`src/design/lcd_consts.svh`:
```
`ifndef LCD_CONSTS_SVH
`define LCD_CONSTS_SVH

// Timing
`define LCD_CLK_HZ 100000000
`define LCD_INIT_WAIT_MS 15
`define LCD_HOST_RATE_HZ 4250
`define LCD_DIV_BITS 7
`define LCD_WAIT_BITS 21
`define LCD_RATE_BITS 16

// Geometry
`define LCD_FIFO_DEPTH 16
`define LCD_MSG_LEN 32
`define LCD_ROW_LEN 16
`define LCD_INIT_STEPS 5
`define LCD_BUSY_BIT 7

// Register offsets
`define LCD_REG_CTRL 8'h00
`define LCD_REG_STATUS 8'h04
`define LCD_REG_CHAR 8'h08

// Field positions
`define LCD_CTRL_REINIT 0
`define LCD_CTRL_HOST_EN 1
`define LCD_ST_INIT_DONE 0
`define LCD_ST_MSG_DONE 1
`define LCD_ST_FIFO_FULL 2
`define LCD_ST_ACK 3
`define LCD_ST_POS_LSB 8

// Reset values
`define LCD_HOST_EN_RESET 1'b1

// Display commands
`define LCD_CMD_FUNC 8'h38
`define LCD_CMD_DISP 8'h0f
`define LCD_CMD_CLEAR 8'h01
`define LCD_CMD_ENTRY 8'h06
`define LCD_CMD_HOME 8'h80
`define LCD_CMD_ROW2 8'hc0

`endif

```
`src/design/lcd_pkg.sv`:
```
`include "lcd_consts.svh"

package lcd_pkg;

    typedef enum logic [3:0] {
        S_IDLE,
        S_MSG_WAIT,
        S_WR_HI,
        S_WR_LO,
        S_DELAY,
        S_BUSY_SET,
        S_BUSY_HI,
        S_BUSY_LO
    } lcd_fsm_t;

    typedef struct packed {
        logic from_host;
        logic [7:0] code;
    } lcd_char_t;

    typedef struct packed {
        logic strobe;
        logic target_select;
        logic rw;
        logic [7:0] bus_out;
        logic bus_oe_n;
    } lcd_pins_t;

    typedef struct packed {
        lcd_fsm_t fsm;
        logic [`LCD_DIV_BITS-1:0] div;
        logic [`LCD_WAIT_BITS-1:0] wait_cnt;
        logic [`LCD_RATE_BITS-1:0] rate_cnt;
        logic [2:0] init_idx;
        logic [4:0] pos;
        logic [5:0] msg_idx;
        logic init_done;
        logic msg_done;
        logic jump_pend;
        logic reinit_pend;
        logic host_en;
        logic ack_n;
        logic cur_host;
        logic cur_is_cmd;
        logic [8:0] flash_addr;
        logic flash_nread;
        logic flash_valid;
        logic [7:0] flash_byte;
        logic [2:0] we_sync;
        logic we_f;
        logic [2:0][7:0] chr_sync;
        logic [7:0] chr_f;
        logic [2:0][7:0] bus_sync;
        logic [7:0] bus_f;
        lcd_pins_t lcd;
        logic pready;
        logic pslverr;
        logic [31:0] prdata;
    } lcd_state_t;

endpackage : lcd_pkg

```
`src/design/lcd_ctrl.sv`:
```
// Overview of operation
// RULE_01: Flash read byte is the upper eight bits of the addressed word.
// RULE_02: Flash flags a valid byte; controller samples it only then.
// RULE_03: One clock source drives all logic; no second clock.
// RULE_04: Divided clock tick paces the display state machine.
// RULE_05: Default message read from flash and shown once after init.
// RULE_06: Reset reinitialises display: cursor home, blinking on.
// RULE_07: While host request held low, bytes taken at about 4.25 kHz.
// RULE_08: Row one end jumps the display address to row two start.
// RULE_09: Select low is command, high data; rw low write, high read.
// RULE_10: Strobe falling edge latches or fetches the selected register.
// RULE_11: Host request low starts; ack low once byte reached display.
// RULE_12: Init waits 15 ms per command; data writes poll busy.
// RULE_13: Free-running seven-bit divider counter, top bit is slow clock; the code instead uses a one-cycle tick enable when the counter is all ones.
`timescale 1ns/100ps
`include "lcd_consts.svh"

module lcd_ctrl import lcd_pkg::*; #(
    parameter int INIT_WAIT_CYC = `LCD_CLK_HZ / 1000 * `LCD_INIT_WAIT_MS,
    parameter int HOST_RATE_CYC = `LCD_CLK_HZ / `LCD_HOST_RATE_HZ,
    parameter int FIFO_DEPTH = `LCD_FIFO_DEPTH
) (
    // Clock and reset
    input wire logic pclk,
    input wire logic presetn,
    // APB slave
    input wire logic psel,
    input wire logic penable,
    input wire logic pwrite,
    input wire logic [7:0] paddr,
    input wire logic [31:0] pwdata,
    output logic [31:0] prdata,
    output logic pready,
    output logic pslverr,
    // Host character port
    input wire logic [7:0] host_char_in,
    input wire logic host_we_n,
    output logic host_ack_n,
    // Display module
    input wire logic [7:0] lcd_bus_in,
    output logic [7:0] lcd_bus_out,
    output logic lcd_bus_oe_n,
    output logic lcd_strobe,
    output logic lcd_target_select,
    output logic lcd_rw
);
    localparam int RATE_LAST = HOST_RATE_CYC - 1;
    localparam logic [8*`LCD_MSG_LEN-1:0] MSG_TEXT =
        {" CHARACTER  LCD ", "   CONTROLLER   "};

    lcd_state_t st_reg, st_next;
    lcd_char_t fifo_in, fifo_out;
    logic fifo_in_valid, fifo_in_ready, fifo_out_valid, fifo_out_ready;
    logic tick, apb_done, apb_push, host_push, char_busy, step_done;
    logic [15:0] rom_q;
    logic [7:0] rom_hi;

    function automatic logic [7:0] init_cmd(input logic [2:0] idx);
        unique case (idx)
            3'd0: init_cmd = `LCD_CMD_FUNC;
            3'd1: init_cmd = `LCD_CMD_DISP;
            3'd2: init_cmd = `LCD_CMD_CLEAR;
            3'd3: init_cmd = `LCD_CMD_ENTRY;
            default: init_cmd = `LCD_CMD_HOME;
        endcase
    endfunction : init_cmd

    function automatic logic [15:0] rom_word(input logic [8:0] addr);
        int idx;
        idx = int'(addr);
        if (idx < `LCD_MSG_LEN) begin
            rom_word = {MSG_TEXT[8*(`LCD_MSG_LEN-1-idx) +: 8], 8'h00};
        end else begin
            rom_word = 16'h2000;
        end
    endfunction : rom_word

    function automatic logic reg_hit(input logic [7:0] a,
                                     input logic [7:0] r);
        reg_hit = (a == r);
    endfunction : reg_hit

    function automatic lcd_pins_t load_wr(input logic sel,
                                          input logic [7:0] b);
        load_wr = '{strobe: 1'b0, target_select: sel, rw: 1'b0,
                    bus_out: b, bus_oe_n: 1'b0};
    endfunction : load_wr

    // The slow clock is an enable, not a clock net: pclk stays sole clock
    assign tick = (st_reg.div == '1); // [RULE_03] [RULE_13]
    assign rom_q = rom_word(st_reg.flash_addr);
    assign rom_hi = rom_q[15:8]; // [RULE_01]

    assign apb_done = psel && penable && st_reg.pready;
    assign apb_push = apb_done && pwrite && !st_reg.pslverr &&
                      reg_hit(paddr, `LCD_REG_CHAR);
    // Host path yields to a pending character-register write so a granted slot stays free
    assign char_busy = psel && pwrite && reg_hit(paddr, `LCD_REG_CHAR);
    assign host_push = st_reg.host_en && !st_reg.we_f && !st_reg.ack_n &&
                       (st_reg.rate_cnt == '0) && fifo_in_ready &&
                       !char_busy; // [RULE_07] [RULE_11]
    assign fifo_in_valid = apb_push || host_push;
    assign fifo_in = apb_push ? {1'b0, pwdata[7:0]}
                              : {1'b1, st_reg.chr_f};
    assign fifo_out_ready = (st_reg.fsm == S_IDLE) && tick &&
                            st_reg.init_done && st_reg.msg_done &&
                            !st_reg.jump_pend && !st_reg.reinit_pend;

    lcd_fifo #(
        .WIDTH($bits(lcd_char_t)),
        .DEPTH(FIFO_DEPTH)
    ) u_fifo (
        .pclk(pclk),
        .presetn(presetn),
        .in_valid(fifo_in_valid),
        .in_data(fifo_in),
        .in_ready(fifo_in_ready),
        .out_valid(fifo_out_valid),
        .out_data(fifo_out),
        .out_ready(fifo_out_ready)
    );

    always_comb begin
        st_next = st_reg;
        step_done = 1'b0;
        st_next.div = st_reg.div + 1'b1; // [RULE_13]
        // Pin inputs: change accepted once stages two and three agree
        st_next.we_sync = {st_reg.we_sync[1:0], host_we_n};
        st_next.chr_sync = {st_reg.chr_sync[1:0], host_char_in};
        st_next.bus_sync = {st_reg.bus_sync[1:0], lcd_bus_in};
        if (st_reg.we_sync[1] == st_reg.we_sync[2]) begin
            st_next.we_f = st_reg.we_sync[2];
        end
        if (st_reg.chr_sync[1] == st_reg.chr_sync[2]) begin
            st_next.chr_f = st_reg.chr_sync[2];
        end
        if (st_reg.bus_sync[1] == st_reg.bus_sync[2]) begin
            st_next.bus_f = st_reg.bus_sync[2];
        end
        // Flash read port: byte valid the cycle after the read strobe
        st_next.flash_valid = !st_reg.flash_nread; // [RULE_02]
        st_next.flash_byte = rom_hi;
        // Host sampling pace
        if (st_reg.rate_cnt == '0) begin
            st_next.rate_cnt = `LCD_RATE_BITS'(RATE_LAST); // [RULE_07]
        end else begin
            st_next.rate_cnt = st_reg.rate_cnt - 1'b1;
        end
        if (host_push) begin
            st_next.ack_n = 1'b1; // [RULE_11]
        end

        unique case (st_reg.fsm)
            S_IDLE: begin
                if (tick) begin // [RULE_04]
                    if (st_reg.reinit_pend) begin
                        st_next.init_done = 1'b0; // [RULE_06]
                        st_next.init_idx = '0;
                        st_next.jump_pend = 1'b0;
                        st_next.reinit_pend = 1'b0;
                    end else if (!st_reg.init_done) begin
                        st_next.lcd = load_wr(1'b0,
                            init_cmd(st_reg.init_idx)); // [RULE_09]
                        st_next.cur_is_cmd = 1'b1;
                        st_next.fsm = S_WR_HI;
                    end else if (st_reg.jump_pend) begin
                        st_next.lcd = load_wr(1'b0, (st_reg.pos == '0) ?
                            `LCD_CMD_HOME : `LCD_CMD_ROW2); // [RULE_08]
                        st_next.cur_is_cmd = 1'b1;
                        st_next.jump_pend = 1'b0;
                        st_next.fsm = S_WR_HI;
                    end else if (!st_reg.msg_done) begin
                        st_next.flash_addr = 9'(st_reg.msg_idx);
                        st_next.flash_nread = 1'b0;
                        st_next.fsm = S_MSG_WAIT;
                    end else if (fifo_out_valid) begin
                        st_next.lcd = load_wr(1'b1, fifo_out.code);
                        st_next.cur_host = fifo_out.from_host;
                        st_next.cur_is_cmd = 1'b0;
                        st_next.fsm = S_WR_HI;
                    end
                end
            end
            S_MSG_WAIT: begin
                st_next.flash_nread = 1'b1;
                if (st_reg.flash_valid) begin // [RULE_02]
                    st_next.lcd = load_wr(1'b1, st_reg.flash_byte);
                    st_next.cur_host = 1'b0;
                    st_next.cur_is_cmd = 1'b0;
                    st_next.msg_idx = st_reg.msg_idx + 1'b1;
                    if (st_reg.msg_idx == 6'(`LCD_MSG_LEN - 1)) begin
                        st_next.msg_done = 1'b1; // [RULE_05]
                    end
                    st_next.fsm = S_WR_HI;
                end
            end
            S_WR_HI: begin
                if (tick) begin
                    st_next.lcd.strobe = 1'b1;
                    st_next.fsm = S_WR_LO;
                end
            end
            S_WR_LO: begin
                if (tick) begin
                    st_next.lcd.strobe = 1'b0; // [RULE_10]
                    if (st_reg.cur_is_cmd && !st_reg.init_done) begin
                        st_next.wait_cnt =
                            `LCD_WAIT_BITS'(INIT_WAIT_CYC - 1); // [RULE_12]
                        st_next.fsm = S_DELAY;
                    end else begin
                        st_next.fsm = S_BUSY_SET;
                    end
                end
            end
            S_DELAY: begin
                if (st_reg.wait_cnt == '0) begin
                    step_done = 1'b1;
                end else begin
                    st_next.wait_cnt = st_reg.wait_cnt - 1'b1;
                end
            end
            S_BUSY_SET: begin
                if (tick) begin
                    // Release the bus before the module may drive it
                    st_next.lcd.target_select = 1'b0; // [RULE_09]
                    st_next.lcd.rw = 1'b1;
                    st_next.lcd.bus_oe_n = 1'b1;
                    st_next.fsm = S_BUSY_HI;
                end
            end
            S_BUSY_HI: begin
                if (tick) begin
                    st_next.lcd.strobe = 1'b1;
                    st_next.fsm = S_BUSY_LO;
                end
            end
            S_BUSY_LO: begin
                if (tick) begin
                    st_next.lcd.strobe = 1'b0; // [RULE_10]
                    if (!st_reg.bus_f[`LCD_BUSY_BIT]) begin // [RULE_12]
                        step_done = 1'b1;
                    end else begin
                        st_next.fsm = S_BUSY_HI;
                    end
                end
            end
        endcase

        if (step_done) begin
            st_next.fsm = S_IDLE;
            if (!st_reg.init_done) begin
                if (st_reg.init_idx == 3'(`LCD_INIT_STEPS - 1)) begin
                    st_next.init_done = 1'b1;
                    st_next.pos = '0; // [RULE_06]
                end else begin
                    st_next.init_idx = st_reg.init_idx + 1'b1;
                end
            end else if (!st_reg.cur_is_cmd) begin
                st_next.pos = st_reg.pos + 1'b1;
                if (st_reg.pos == 5'(`LCD_ROW_LEN - 1) ||
                    st_reg.pos == 5'(`LCD_MSG_LEN - 1)) begin
                    st_next.jump_pend = 1'b1; // [RULE_08]
                end
                if (st_reg.cur_host) begin
                    st_next.ack_n = 1'b0; // [RULE_11]
                end
            end
        end

        // Bus answer, registered; a full queue stalls a character write
        st_next.pready = 1'b0;
        st_next.pslverr = 1'b0;
        st_next.prdata = '0;
        if (psel && penable && !st_reg.pready) begin
            if (!(reg_hit(paddr, `LCD_REG_CTRL) ||
                  reg_hit(paddr, `LCD_REG_STATUS) ||
                  reg_hit(paddr, `LCD_REG_CHAR))) begin
                st_next.pready = 1'b1;
                st_next.pslverr = 1'b1;
            end else if (!(char_busy && !fifo_in_ready)) begin
                st_next.pready = 1'b1;
                if (!pwrite && reg_hit(paddr, `LCD_REG_CTRL)) begin
                    st_next.prdata[`LCD_CTRL_HOST_EN] = st_reg.host_en;
                end else if (!pwrite) begin
                    st_next.prdata[`LCD_ST_INIT_DONE] = st_reg.init_done;
                    st_next.prdata[`LCD_ST_MSG_DONE] = st_reg.msg_done;
                    st_next.prdata[`LCD_ST_FIFO_FULL] = !fifo_in_ready;
                    st_next.prdata[`LCD_ST_ACK] = st_reg.ack_n;
                    st_next.prdata[`LCD_ST_POS_LSB +: 5] = st_reg.pos;
                    if (reg_hit(paddr, `LCD_REG_CHAR)) begin
                        st_next.prdata = '0;
                    end
                end
            end
        end
        // Reinit request set after the state machine so it is never lost
        if (apb_done && pwrite && reg_hit(paddr, `LCD_REG_CTRL)) begin
            st_next.host_en = pwdata[`LCD_CTRL_HOST_EN];
            if (pwdata[`LCD_CTRL_REINIT]) begin
                st_next.reinit_pend = 1'b1; // [RULE_06]
            end
        end
    end

    always_ff @(posedge pclk or negedge presetn) begin
        if (!presetn) begin
            st_reg <= '0;
            st_reg.we_sync <= '1;
            st_reg.we_f <= 1'b1;
            st_reg.host_en <= `LCD_HOST_EN_RESET;
            st_reg.flash_nread <= 1'b1;
            st_reg.lcd.bus_oe_n <= 1'b1;
        end else begin
            st_reg <= st_next;
        end
    end

    assign prdata = st_reg.prdata;
    assign pready = st_reg.pready;
    assign pslverr = st_reg.pslverr;
    assign host_ack_n = st_reg.ack_n;
    assign lcd_bus_out = st_reg.lcd.bus_out;
    assign lcd_bus_oe_n = st_reg.lcd.bus_oe_n;
    assign lcd_strobe = st_reg.lcd.strobe;
    assign lcd_target_select = st_reg.lcd.target_select;
    assign lcd_rw = st_reg.lcd.rw;
endmodule : lcd_ctrl

```
`src/design/lcd_fifo.sv`:
```
`timescale 1ns/100ps

module lcd_fifo #(
    parameter int WIDTH = 9,
    parameter int DEPTH = 16
) (
    // Clock and reset
    input wire logic pclk,
    input wire logic presetn,
    // Fill side
    input wire logic in_valid,
    input wire logic [WIDTH-1:0] in_data,
    output logic in_ready,
    // Drain side
    output logic out_valid,
    output logic [WIDTH-1:0] out_data,
    input wire logic out_ready
);
    localparam int AW = $clog2(DEPTH);

    typedef struct packed {
        logic [DEPTH-1:0][WIDTH-1:0] mem;
        logic [AW:0] wp;
        logic [AW:0] rp;
    } lcd_fifo_state_t;

    lcd_fifo_state_t st_reg, st_next;
    logic full, empty;

    // Extra pointer bit tells full from empty
    assign empty = (st_reg.wp == st_reg.rp);
    assign full = (st_reg.wp[AW] != st_reg.rp[AW]) &&
                  (st_reg.wp[AW-1:0] == st_reg.rp[AW-1:0]);
    assign in_ready = !full;
    assign out_valid = !empty;
    assign out_data = st_reg.mem[st_reg.rp[AW-1:0]];

    always_comb begin
        st_next = st_reg;
        if (in_valid && !full) begin
            st_next.mem[st_reg.wp[AW-1:0]] = in_data;
            st_next.wp = st_reg.wp + 1'b1;
        end
        if (out_ready && !empty) begin
            st_next.rp = st_reg.rp + 1'b1;
        end
    end

    always_ff @(posedge pclk or negedge presetn) begin
        if (!presetn) begin
            st_reg <= '0;
        end else begin
            st_reg <= st_next;
        end
    end

endmodule : lcd_fifo

```
`config.mk`:
```
export PLATFORM = sky130hd
export DESIGN_NAME = lcd_ctrl
export DESIGN_NICKNAME = d
export VERILOG_FILES = /design/src/design/lcd_pkg.sv /design/src/design/lcd_ctrl.sv /design/src/design/lcd_fifo.sv
export VERILOG_INCLUDE_DIRS = /design/src /design/src/design
export SDC_FILE = /design/constraint.sdc
export NUM_CORES = 1
export LEC_CHECK = 0
export BUFFER_PORTS_ARGS = -buffer_cell sky130_fd_sc_hd__buf_2
export CORE_MARGIN = 2
export CORE_UTILIZATION = 62
export DETAILED_ROUTE_END_ITERATION = 12
export PLACE_DENSITY = 0.93
export SYNTH_ARGS = -nofsm -noshare
export SYNTH_HDL_FRONTEND = slang
export SYNTH_HIERARCHICAL = 1
export SYNTH_SLANG_ARGS = --single-unit
```
`constraint.sdc`:
```
create_clock -name pclk -period 5.4 [get_ports pclk]
set_clock_uncertainty 0.15 [all_clocks]
set_input_delay 0.27 -clock pclk [delete_from_list [all_inputs] [get_ports pclk]]
set_output_delay 0.27 -clock pclk [all_outputs]
set_load 0.02 [all_outputs]
```
==> flow_summary.ini <==
[setup_path]
r2r-start = u_fifo/st_reg[8]
cp.required_ps = 5650
reg2reg_slack_ps = 1320
slowest_stage = a21oi_2
cp-end-kind = flop
path_cells = xnor2_1 -> and4_1 -> buf_4 -> nand2_1 -> nor4bb_1 -> nand3_1 -> nand2_1 -> nand3_1 -> a21oi_2 -> mux2_2
worstSetupEndpoint = u_fifo/st_reg[111]
r2r_end = u_fifo/st_reg[111]
critPathLaunch = u_fifo/st_reg[8]
cp_slowest_stage_delay_ps = 640
critPathKind = reg -> reg
reg2regPathDepth = 10
cp_data_arrival_time_ps = 4320
crit_fanout = 19
worstSetupStartpointType = flop

[die]
initial_core_util_pct = 63.3
fp.dieH_um = 159
core_area_mm2 = 0.0235
die_x_um = 159
die-area_mm2 = 0.0252
io_pins = 109
rows = 56

[clock_network]
clock_sinks = 322
clk_root_buffer_cell = clkbuf_16
clk-insertion-delay-late_ps = 530
clk_path_buf_depth = 3
cts-resized-gates = 0
path_clk_slew_ps = 60
htreeDepth = 2
cts_tree = built
cts_buffers = 34

[pwr]
p_leak_uw = 0.00773
finalPower_uw = 5060
power_density_mw_per_mm2 = 305
ir_drop_mv = 0.278

[detailed_routing]
wirelength_mm = 36.0
drc_errors = 0
antenna_left = 0
drt_iter0_drc = 1130
dr.pass1.iters = 5
via_per_inst = 6.48
vias = 10100
drt-wirelength-per-cell_um = 23.1

[grt]
grt_util_all_layers_pct = 28.7
antenna_found_initial = 0
grt_pass1_vias = 10700
grt_max_degree = 162
grt_pass1_wl_mm = 57.4
grt-ovfl-total = 0

[synthesis]
synth_cell_types = 80
synth-seq-cells = 322
synth_cells = 1160
synthArstFlopShare_pct = 100
yosysMostFrequentCell = dfrtp_1
synth_area_leaders = dfrtp_1, mux2_2, mux4_2, buf_4, xnor2_1
yosysTopAreaCellShare_pct = 53.0
ys.flop_type = dfrtp_1
synth_edf_count = 0
synth_seq_area_share_pct = 54.3
synth_area_mm2 = 0.0149
synth.top_cells.by_count = dfrtp_1, mux2_2, nand2_1, nor2_1, buf_4
syn_avg_cell_area_um2 = 12.8
yosysTopAreaCell = dfrtp_1
synth_warnings = 6

[layout]
diodes = 0
drive_above_1_share_pct = 28.3
utilization_pct = 70.7
layoutNonFillerInstCount = 1561
nets = 1300
syn2layout_area_growth_pct = 11.6
fillers = 1365
largest_reg_flops = 154

[sta]
slew_headroom_pct = 32.4
finalHoldViolCount = 0
rsz0062_at_grt = no
fin_crit_sh_pct = 75.5
min_period_ps = 4080
setup_viol = 0
setup_ws_ps = 1320
tns_ps = 0
worstMarginPinSlew_ps = 1010
maxSlewViolCount = 0
fmax_mhz = 245

[placed_design]
place_inst = 1477
numPortBuffers = 61
routabilityCongestion = 0.881
dp_hpwl_mm = 20.2
pre_cts_ws_ps = 1210

[status]
status = complete, no violations

[run]
max-cap-violations = 0

[worst_hold_path]
hold_path.class = in -> reg
## per-layer routing
metal  routed length [um]  up-vias  global-route usage [%]
li1                     -     4249                       -
met1                13200     5116                    33.9
met2                18300      571                    49.1
met3                 2520      173                    5.25
met4                 2040        0                    17.0
met5                    0        -                       0
## critical path, delay by kind of cell (launching register included)
kind,cells,cell delay [ps]
multiplexers,1,420
buffers and inverters,1,240
AO/OA/AOI/OAI,1,640
AND/OR/NAND/NOR,6,1710
flip-flops,1,590
XOR/XNOR,1,180
## where the power goes
part | total (uW) | switching, uW | internal, uW | leakage, uW
sequential | 2470 | 20.4 | 2450 | 0.00429
combinational | 171 | 124 | 47.1 | 0.00288
clock | 2430 | 971 | 1460 | 0.000559
## final cells by class
class / instances / area [um^2] / share of cell area (%)
inverter: 23 / 86.3 / 0.520
multi-input combinational: 744 / 6240 / 37.6
sequential: 322 / 8070 / 48.6
tap: 319 / 399 / 2.41
clock inverter: 10 / 175 / 1.06
clock buffer: 49 / 977 / 5.89
timing repair buffer: 94 / 638 / 3.85
## kinds of logic after synthesis
family                   share of synthesized area, %
AO/OA/AOI/OAI                                    7.81
XOR/XNOR                                         3.29
adder cells (fa/ha/maj)                          1.67
buffers and inverters                            4.27
flip-flops                                       54.3
multiplexers                                     19.1
other                                          0.0252
AND/OR/NAND/NOR                                  9.55
## repair_timing
action                                 in CTS  in global routing
hold buffers                               25                  0
endpoints found under the hold margin     112                  0
setup buffers                               0                  0
## per-stage QoR
step	instance area, um^2	hold WS (ps)
final	16600	24.6
after global routing	16600	47.8
after CTS	16600	4.55
after detailed placement	15200	186
after global placement	15200	180
after floorplan	14900	-176
## placed cells by master, fill, tap and decap left out, types with 5 or more instances in the layout
| cell type | instances |
|---|---|
| conb_1 | 23 |
| nand3_1 | 31 |
| a21oi_1 | 26 |
| nor3_1 | 21 |
| ha_1 | 19 |
| o21ai_0 | 23 |
| mux2_1 | 12 |
| xnor2_1 | 36 |
| buf_4 | 7 |
| clkbuf_16 | 34 |
| a22oi_1 | 19 |
| mux2_2 | 162 |
| dfstp_2 | 7 |
| buf_2 | 60 |
| a31oi_1 | 6 |
| nand4_1 | 13 |
| nor4_1 | 16 |
| inv_1 | 23 |
| nor2b_1 | 12 |
| a211oi_1 | 7 |
| dfrtp_1 | 314 |
| or4_1 | 9 |
| and2_1 | 12 |
| clkbuf_8 | 7 |
| o21ai_1 | 5 |
| a21o_1 | 5 |
| o211ai_1 | 5 |
| mux2i_1 | 7 |
| mux4_2 | 36 |
| or3_1 | 11 |
| clkbuf_1 | 8 |
| dlygate4sd3_1 | 25 |
| nand2_1 | 77 |
| nand2b_1 | 5 |
| a21oi_4 | 6 |
| nor2_1 | 46 |
| xor2_1 | 18 |
| a21oi_2 | 6 |
| o31ai_1 | 6 |
## worst min-delay path by stage
stage	startpoint	to	slack (ps)	cells after the start
2_1_floorplan	presetn	host_ack_n	-180	0
3_3_place_gp	presetn	st_reg[173]	180	1
3_5_place_dp	presetn	st_reg[173]	190	1
4_1_cts	paddr[3]	st_reg[137]	5	3
5_1_grt	paddr[2]	prdata[1]	50	3
6_report	paddr[2]	prdata[1]	20	3
Note: power is estimated with default switching activity, not from simulation.
